--- config.mk ---
export PLATFORM = sky130hd
export DESIGN_NAME = iccr_regs
export DESIGN_NICKNAME = d
export VERILOG_FILES = /design/src/iccr_pkg.sv /design/src/iccr_regs.sv /design/src/iccr_lane_capture.sv
export SDC_FILE = /design/constraint.sdc
export NUM_CORES = 1
export LEC_CHECK = 0
export ABC_AREA = 1
export BUFFER_PORTS_ARGS = -buffer_cell sky130_fd_sc_hd__buf_2
export CORE_MARGIN = 1.5
export CORE_UTILIZATION = 55
export CTS_CLUSTER_SIZE = 24
export DETAILED_ROUTE_END_ITERATION = 16
export GPL_ROUTABILITY_DRIVEN = 0
export HOLD_SLACK_MARGIN = 0.05
export PLACE_DENSITY = 0.84
export REMOVE_ABC_BUFFERS = 1
export SLEW_MARGIN = 10
export SYNTH_ARGS = -nofsm -noshare
export SYNTH_HDL_FRONTEND = slang
export SYNTH_HIERARCHICAL = 1
export SYNTH_SLANG_ARGS = --single-unit
--- constraint.sdc ---
create_clock -name pclk -period 5.09 [get_ports pclk]
set_input_delay 0.509 -clock pclk [delete_from_list [all_inputs] [get_ports pclk]]
set_output_delay 0.509 -clock pclk [all_outputs]
set_load 0.005 [all_outputs]
--- src/iccr_pkg.sv ---
// constants for the alignment-sequence capture register bank
// assumes 32-bit apb words; printed offsets are word indices, byte address = 4 * index
package iccr_pkg;

    // parameter octets carried in the second multiframe of the alignment sequence
    localparam int CFG_OCTETS = 14;
    localparam int CFG_BITS = CFG_OCTETS * 8;
    localparam int MAX_LANES = 4;

    // word indices of the bank
    localparam logic [11:0] IDX_LINK_PAGE = 12'h300;
    localparam logic [11:0] IDX_DEVICE_ID = 12'h400;
    localparam logic [11:0] IDX_BANK_ID = 12'h401;
    localparam logic [11:0] IDX_SCRAMBLE_LANES = 12'h403;
    localparam logic [11:0] IDX_FRAME_OCTETS = 12'h404;
    localparam logic [11:0] IDX_MF_FRAMES = 12'h405;
    localparam logic [11:0] IDX_CONVERTERS = 12'h406;
    localparam logic [11:0] IDX_CTRL_RES = 12'h407;
    localparam logic [11:0] IDX_SUBCLASS_BITS = 12'h408;
    localparam logic [11:0] IDX_VERSION_SAMPLES = 12'h409;
    localparam logic [11:0] IDX_DENSITY_WORDS = 12'h40a;
    localparam logic [11:0] IDX_SPARE_ONE = 12'h40b;
    localparam logic [11:0] IDX_SPARE_TWO = 12'h40c;
    // per-lane identifier, received checksum and computed checksum, lanes 3..0
    localparam logic [MAX_LANES-1:0][11:0] IDX_LANE_IDENT =
        {12'h422, 12'h41a, 12'h412, 12'h402};
    localparam logic [MAX_LANES-1:0][11:0] IDX_LANE_CHECKSUM =
        {12'h425, 12'h41d, 12'h415, 12'h40d};
    localparam logic [MAX_LANES-1:0][11:0] IDX_LANE_CALC =
        {12'h426, 12'h41e, 12'h416, 12'h40e};

    // octet numbers inside the captured parameter set
    localparam int OCT_DEVICE_ID = 0;
    localparam int OCT_BANK_ID = 1;
    localparam int OCT_IDENT = 2;
    localparam int OCT_SCR_L = 3;
    localparam int OCT_FRAME = 4;
    localparam int OCT_MF = 5;
    localparam int OCT_CONV = 6;
    localparam int OCT_CS_N = 7;
    localparam int OCT_SUB_NP = 8;
    localparam int OCT_VER_S = 9;
    localparam int OCT_HD_CF = 10;
    localparam int OCT_CHECKSUM = 13;

    // field positions
    localparam int FLD5_MSB = 4;      // 5-bit fields sit in [4:0]
    localparam int FLD3_LSB = 5;      // 3-bit upper fields sit in [7:5]
    localparam int CS_LSB = 6;        // control bits sit in [7:6]
    localparam int NIB_LSB = 4;       // upper nibble of the bank octet
    localparam int SCR_BIT = 7;
    localparam int HD_BIT = 7;
    localparam int ADJDIR_BIT = 6;
    localparam int PHADJ_BIT = 5;

    // masks clearing reserved bits so they read as zero
    localparam logic [7:0] MASK_IDENT = 8'h7f;
    localparam logic [7:0] MASK_IDENT_ONLY = 8'h1f;
    localparam logic [7:0] MASK_SCR_L = 8'h9f;
    localparam logic [7:0] MASK_MF = 8'h1f;
    localparam logic [7:0] MASK_CS_N = 8'hdf;
    localparam logic [7:0] MASK_HD_CF = 8'h9f;

    // reset values
    localparam logic [7:0] OCTET_RESET = 8'h00;
    localparam logic [31:0] WORD_RESET = 32'h0000_0000;

endpackage

--- src/iccr_regs.sv ---
// apb register bank showing captured alignment-sequence link parameters
// assumes partner logic decodes each lane's parameter octets and pulses cfg_valid
//
// Behaviour
// link page register selects the shown link
// lane 0 parameter octets stored, read-only, reset zero
// bit 7 shows announced scrambling enable
// lane count field holds lanes minus one
// frame octets field holds octets minus one
// multiframe frames field holds count minus one
// version field: 000 earlier, 001 current
// bit 7 shows high density mode
// received checksum readable for lanes 0-3
// computed checksum readable beside received one
// lanes 1-3 identifier in bits 4:0
// lane 0 adds adjust direction, phase adjust
// computed checksum is modulo-256 field sum
// transmitter sends parameters in second multiframe
`timescale 1ns/10ps
module iccr_regs #(
    parameter int NUM_LANES = 4,
    parameter int NUM_LINKS = 2,
    parameter int LINK_W = 1,
    parameter int ADDR_W = 14
) (
    input wire logic pclk,
    input wire logic presetn,
    input wire logic psel,
    input wire logic penable,
    input wire logic pwrite,
    input wire logic [ADDR_W-1:0] paddr,
    input wire logic [31:0] pwdata,
    input wire logic [3:0] pstrb,
    output logic [31:0] prdata,
    output logic pready,
    output logic pslverr,
    input wire logic [NUM_LANES-1:0] cfg_valid,
    input wire logic [LINK_W-1:0] cfg_link,
    input wire logic [NUM_LANES*iccr_pkg::CFG_BITS-1:0] cfg_octets,
    output logic [LINK_W-1:0] link_page
);

    // apb phase decode
    logic setup;            // first cycle of a transfer
    logic access;           // second cycle, the one pready closes
    logic [11:0] idx;       // word index, byte address over four
    logic aligned;          // low address bits must be zero

    // registered answer, taken at the setup edge
    logic [31:0] prdata_r;
    logic [31:0] prdata_nxt;
    logic err_r;
    logic err_nxt;
    logic rd_hit;           // address maps to a readable word

    // link page control, the only writable state
    logic [LINK_W-1:0] page_r;

    // per-lane view of the paged link
    logic [NUM_LANES-1:0][iccr_pkg::CFG_BITS-1:0] lane_sel;
    logic [NUM_LANES-1:0][7:0] lane_calc;
    logic [7:0] l0_oct [iccr_pkg::CFG_OCTETS];   // lane 0 octets as an array
    logic [3:0] oct_num;                         // lane 0 octet addressed

    assign setup = psel && !penable;
    assign access = psel && penable;
    assign idx = 12'(paddr[ADDR_W-1:2]);
    assign aligned = (paddr[1:0] == 2'b00);
    assign oct_num = 4'(idx - iccr_pkg::IDX_DEVICE_ID);

    // one capture store per lane; the page picks the link each lane shows
    for (genvar n = 0; n < NUM_LANES; n++) begin : g_lane
        iccr_lane_capture #(
            .NUM_LINKS(NUM_LINKS),
            .LINK_W(LINK_W)
        ) u_cap (
            .pclk(pclk),
            .presetn(presetn),
            .page(page_r),
            .cfg_valid(cfg_valid[n]),
            .cfg_link(cfg_link),
            .cfg_octets(cfg_octets[n*iccr_pkg::CFG_BITS +: iccr_pkg::CFG_BITS]),
            .sel_octets(lane_sel[n]),
            .sel_calc(lane_calc[n])
        );
    end

    // unpack lane 0 so a word index can pick an octet directly
    for (genvar k = 0; k < iccr_pkg::CFG_OCTETS; k++) begin : g_oct
        assign l0_oct[k] = lane_sel[0][k*8 +: 8];
    end

    // read decode; every unmapped or misaligned word answers with an error
    always_comb begin
        prdata_nxt = iccr_pkg::WORD_RESET;
        rd_hit = 1'b0;
        if (idx == iccr_pkg::IDX_LINK_PAGE) begin
            prdata_nxt[LINK_W-1:0] = page_r;
            rd_hit = 1'b1;
        end
        // lane 0 full parameter set, checksum octet included
        if (idx >= iccr_pkg::IDX_DEVICE_ID && idx <= iccr_pkg::IDX_LANE_CHECKSUM[0]) begin
            prdata_nxt[7:0] = l0_oct[oct_num];
            rd_hit = 1'b1;
        end
        for (int n = 0; n < NUM_LANES; n++) begin
            // lanes beyond 0 show only the identifier, upper bits cleared
            if (n != 0 && idx == iccr_pkg::IDX_LANE_IDENT[n]) begin
                prdata_nxt[7:0] = lane_sel[n][iccr_pkg::OCT_IDENT*8 +: 8]
                    & iccr_pkg::MASK_IDENT_ONLY;
                rd_hit = 1'b1;
            end
            if (idx == iccr_pkg::IDX_LANE_CHECKSUM[n]) begin
                prdata_nxt[7:0] = lane_sel[n][iccr_pkg::OCT_CHECKSUM*8 +: 8];
                rd_hit = 1'b1;
            end
            if (idx == iccr_pkg::IDX_LANE_CALC[n]) begin
                prdata_nxt[7:0] = lane_calc[n];
                rd_hit = 1'b1;
            end
        end
        if (!aligned) begin
            prdata_nxt = iccr_pkg::WORD_RESET;
            rd_hit = 1'b0;
        end
    end

    // error: reads need a mapped word, writes only land on the page register
    always_comb begin
        if (pwrite) begin
            err_nxt = !(aligned && idx == iccr_pkg::IDX_LINK_PAGE);
        end else begin
            err_nxt = !rd_hit;
        end
    end

    // answer latched at setup, so prdata is a flop and no wait state is added
    always_ff @(posedge pclk or negedge presetn) begin
        if (!presetn) begin
            prdata_r <= iccr_pkg::WORD_RESET;
            err_r <= 1'b0;
        end else if (setup) begin
            // writes return zero data; the value is not meaningful for them
            prdata_r <= pwrite ? iccr_pkg::WORD_RESET : prdata_nxt;
            err_r <= err_nxt;
        end
    end

    // page register; a write without byte lane 0 leaves it unchanged
    always_ff @(posedge pclk or negedge presetn) begin
        if (!presetn) begin
            page_r <= '0;
        end else if (access && pwrite && !err_r && pstrb[0]) begin
            page_r <= pwdata[LINK_W-1:0];
        end
    end

    // handshake outputs are combinational over the access cycle
    assign pready = access;
    assign pslverr = access && err_r;
    assign prdata = prdata_r;
    assign link_page = page_r;
endmodule

--- src/iccr_lane_capture.sv ---
// one lane's capture store: a parameter set and computed checksum per link
// assumes cfg_valid pulses for one cycle with cfg_octets holding the decoded octets
`timescale 1ns/10ps
module iccr_lane_capture #(
    parameter int NUM_LINKS = 2,
    parameter int LINK_W = 1
) (
    input wire logic pclk,
    input wire logic presetn,
    input wire logic [LINK_W-1:0] page,
    input wire logic cfg_valid,
    input wire logic [LINK_W-1:0] cfg_link,
    input wire logic [iccr_pkg::CFG_BITS-1:0] cfg_octets,
    output logic [iccr_pkg::CFG_BITS-1:0] sel_octets,
    output logic [7:0] sel_calc
);

    // field-wise modulo-256 sum over the received parameters, reserved octets excluded
    function automatic logic [7:0] field_sum(input logic [iccr_pkg::CFG_BITS-1:0] o);
        logic [7:0] s;
        logic [7:0] b [iccr_pkg::CFG_OCTETS];
        for (int k = 0; k < iccr_pkg::CFG_OCTETS; k++) begin
            b[k] = o[k*8 +: 8];
        end
        s = b[iccr_pkg::OCT_DEVICE_ID];
        s = s + {4'h0, b[iccr_pkg::OCT_BANK_ID][iccr_pkg::NIB_LSB-1:0]};
        s = s + {4'h0, b[iccr_pkg::OCT_BANK_ID][7:iccr_pkg::NIB_LSB]};
        s = s + {3'h0, b[iccr_pkg::OCT_IDENT][iccr_pkg::FLD5_MSB:0]};
        s = s + {7'h00, b[iccr_pkg::OCT_IDENT][iccr_pkg::PHADJ_BIT]};
        s = s + {7'h00, b[iccr_pkg::OCT_IDENT][iccr_pkg::ADJDIR_BIT]};
        s = s + {3'h0, b[iccr_pkg::OCT_SCR_L][iccr_pkg::FLD5_MSB:0]};
        s = s + {7'h00, b[iccr_pkg::OCT_SCR_L][iccr_pkg::SCR_BIT]};
        s = s + b[iccr_pkg::OCT_FRAME];
        s = s + {3'h0, b[iccr_pkg::OCT_MF][iccr_pkg::FLD5_MSB:0]};
        s = s + b[iccr_pkg::OCT_CONV];
        s = s + {3'h0, b[iccr_pkg::OCT_CS_N][iccr_pkg::FLD5_MSB:0]};
        s = s + {6'h00, b[iccr_pkg::OCT_CS_N][7:iccr_pkg::CS_LSB]};
        s = s + {3'h0, b[iccr_pkg::OCT_SUB_NP][iccr_pkg::FLD5_MSB:0]};
        s = s + {5'h00, b[iccr_pkg::OCT_SUB_NP][7:iccr_pkg::FLD3_LSB]};
        s = s + {3'h0, b[iccr_pkg::OCT_VER_S][iccr_pkg::FLD5_MSB:0]};
        s = s + {5'h00, b[iccr_pkg::OCT_VER_S][7:iccr_pkg::FLD3_LSB]};
        s = s + {3'h0, b[iccr_pkg::OCT_HD_CF][iccr_pkg::FLD5_MSB:0]};
        s = s + {7'h00, b[iccr_pkg::OCT_HD_CF][iccr_pkg::HD_BIT]};
        return s;
    endfunction

    // reserved bits inside the field octets are dropped on the way in so reads show them as zero
    function automatic logic [iccr_pkg::CFG_BITS-1:0] strip(
        input logic [iccr_pkg::CFG_BITS-1:0] o);
        logic [iccr_pkg::CFG_BITS-1:0] r;
        r = o;
        r[iccr_pkg::OCT_IDENT*8 +: 8] = o[iccr_pkg::OCT_IDENT*8 +: 8] & iccr_pkg::MASK_IDENT;
        r[iccr_pkg::OCT_SCR_L*8 +: 8] = o[iccr_pkg::OCT_SCR_L*8 +: 8] & iccr_pkg::MASK_SCR_L;
        r[iccr_pkg::OCT_MF*8 +: 8] = o[iccr_pkg::OCT_MF*8 +: 8] & iccr_pkg::MASK_MF;
        r[iccr_pkg::OCT_CS_N*8 +: 8] = o[iccr_pkg::OCT_CS_N*8 +: 8] & iccr_pkg::MASK_CS_N;
        r[iccr_pkg::OCT_HD_CF*8 +: 8] = o[iccr_pkg::OCT_HD_CF*8 +: 8] & iccr_pkg::MASK_HD_CF;
        return r;
    endfunction

    logic [iccr_pkg::CFG_BITS-1:0] store_r [NUM_LINKS];   // one parameter set per link
    logic [7:0] calc_r [NUM_LINKS];                       // checksum computed per link

    // capture: only the addressed link's copy changes, so other pages stay intact
    always_ff @(posedge pclk or negedge presetn) begin
        if (!presetn) begin
            for (int j = 0; j < NUM_LINKS; j++) begin
                store_r[j] <= '0;
                calc_r[j] <= iccr_pkg::OCTET_RESET;
            end
        end else if (cfg_valid && (int'(cfg_link) < NUM_LINKS)) begin
            store_r[cfg_link] <= strip(cfg_octets);
            // summed from the raw octets, so a received checksum can be compared
            calc_r[cfg_link] <= field_sum(cfg_octets);
        end
    end

    // page selects which link is shown
    always_comb begin
        sel_octets = store_r[0];
        sel_calc = calc_r[0];
        if (int'(page) < NUM_LINKS) begin
            sel_octets = store_r[page];
            sel_calc = calc_r[page];
        end
    end
endmodule

==> results.md <==
* Status: completed
* Reg2reg start: link_page
* Average cell area after synthesis at 7.91 um2
* Max Clk Rate at 217 MHz
* Worst Tran Pin Value at 1.14 ns
* Die width at 222 um
* Setup bufs post-CTS at 0
* Power Density at 594 mW/mm2
* Maximum buffer depth of the clock tree at 3
* Worst-path maximum fanout at 2
* Commonest non-fill, non-tap cell in the layout: nand2_1
* Crit-path cells: buf_2, inv_1, fa_1, inv_1, fa_1, fa_1, fa_1, fa_1, fa_1, fa_1, inv_1, nor3_1, nor2_1, inv_1, nand3_1, nand3_1, nand2_1
* CTS HTree Levels at 2
* Die height at 222 um
* Share of layout cells above drive strength 1 at 15.1%
* Iter 0 DRT Violations at 2152
* Endpoints failing setup at 0
* Critical setup path kind: in2reg
* Most frequent cells in the layout: nand2_1, inv_1, o21ai_0
* Crit path buffers/inverters at 5
* Vias at 21.9k
* Number of hold violations in the final report at 0
* CP arrival at 5.12 ns
* Crit path capture type: flop
* Initial core utilization at 55.5%
* Slew margin rel. at 23.7%
* Global-route usage over all layers at 27.6%
* Worst hold slack at 0.0519 ns
* CP most frequent cell: fa_1
* # port buffers at 400
* Total gr overflow at 0
* Fin. max-slew vios at 0
* Reg2Reg Depth at 19
* Num rows at 80
* Crit path from: cfg_octets[2]
* Critical Path Source Type: input port
* Final nets at 4423
* CP required at 5.59 ns
* Die Area at 0.0494 mm2
* P_leak at 16.1 nW
* Global-route wire length before repair at 108000 um
* Max Cap Violations at 0
* Mean routed wirelength per cell at 15.8 um
* DRT Pass-1 Iters at 6
* CTS tree: done
* Drt via density at 5.13
* Critical Path Slowest Stage Cell: fa_1
* Clock Pin Slew Worst Setup and Hold Paths at 0.06 ns
* Initial antenna violation count at 33
* Post-cts sizing count at 0
* Crit-path leading delay family: adder cells
* Hold/Removal Path Class: in2async
* I/O pin count at 543
* Syn-to-layout area delta at 11.7%
* Num Clock Sinks at 358
* FF-to-FF setup slack at 1.82 ns
* Detailed Place HPWL at 50100 um
* Number of global-route vias before repair at 21.4k
* Clock root buffer master: clkbuf_16
* Worst R2R End: prdata[1]
* Synth warnings at 6
* Largest incremental delay on the critical path at 0.59 ns
* CP endpoint: g_lane[0].u_cap/calc_r[15]
* TritonCTS Buffers at 41
* Core Area at 0.0476 mm2
* Synthesized cell area at 0.0265 mm2
* Residual DRC count at 0
* Layout Utilization at 62.0%
* Post-Syn Instances at 3346
* Tcrit/Tclk final at 90.7%
* Power Total at 17.6 mW
* Peak VDD IR at 0.757 mV
* Clock latency at the later pin of the worst-skew pair at 0.57 ns
* WL final at 67500 um
* Largest net degree at the start of global routing at 217
* ANT nets after route at 0
* Post-layout min period at 4.62 ns
* Cts hold-fix bufs at 0
* Cell count along the critical path at 17
* Worst-case clock skew at 0.0360 ns
* RSZ-0062 raised after global routing: false
## registers in the layout, indices dropped and copies added, names as in the netlist
register and flops:
link_page 1, prdata 8, g_lane.u_cap/store_r 284, g_lane.u_cap/calc_r 64, err_r 1
## final cells by class
| class | count | area, um2 |
|---|---|---|
| Clock inverter | 10 | 133 |
| Tap cell | 615 | 769 |
| Inverter | 653 | 2450 |
| Fill cell | 4002 | 18100 |
| Multi-Input combinational cell | 2129 | 13800 |
| Timing Repair Buffer | 416 | 2170 |
| Sequential cell | 358 | 8960 |
| Clock buffer | 66 | 1260 |
| Antenna cell | 20 | 50.0 |
## per-stage QoR
step | setup slack (ns) | cell area (um2) | instances | setup TNS [ns]
after detailed placement | -0.0240 | 28100 | 4171 | -0.0473
after global placement | 0.00238 | 28100 | 4171 | 0
after global routing | 0.273 | 29600 | 4263 | 0
after floorplan | -1.31 | 25200 | 3140 | -9.38
after CTS | 0.502 | 29500 | 4247 | 0
final | 0.473 | 29600 | 4267 | 0
## layer usage
metal | vias up | track usage [%] | part of all wire (%)
li1 | 10500 | - | -
met1 | 10400 | 36.2 | 40
met2 | 833 | 44.6 | 47
met3 | 185 | 6.37 | 8.3
met4 | 28 | 10.8 | 3.7
met5 | - | 0 | 0.25
## where the power goes
group	switching [mW]	total, mW	internal (mW)	leakage, nW
logic	6.41	10.9	4.44	11.0
clock network	1.19	3.04	1.85	0.688
registers	0.236	3.68	3.44	4.43
## how the worst min path moves through the flow
stage / depth (start not counted) / slack, ns / start / endpoint
after floorplan: 0 / 0.21 / presetn / err_r
after global placement: 2 / 0.46 / prdata[0] / prdata[0]
after detailed placement: 2 / 0.46 / prdata[6] / prdata[6]
after CTS: 1 / 0.08 / presetn / g_lane[0].u_cap/store_r[145]
after global routing: 1 / 0.12 / presetn / g_lane[0].u_cap/store_r[170]
final: 1 / 0.05 / presetn / g_lane[0].u_cap/store_r[42]
Power figures use the tool's default switching activity.
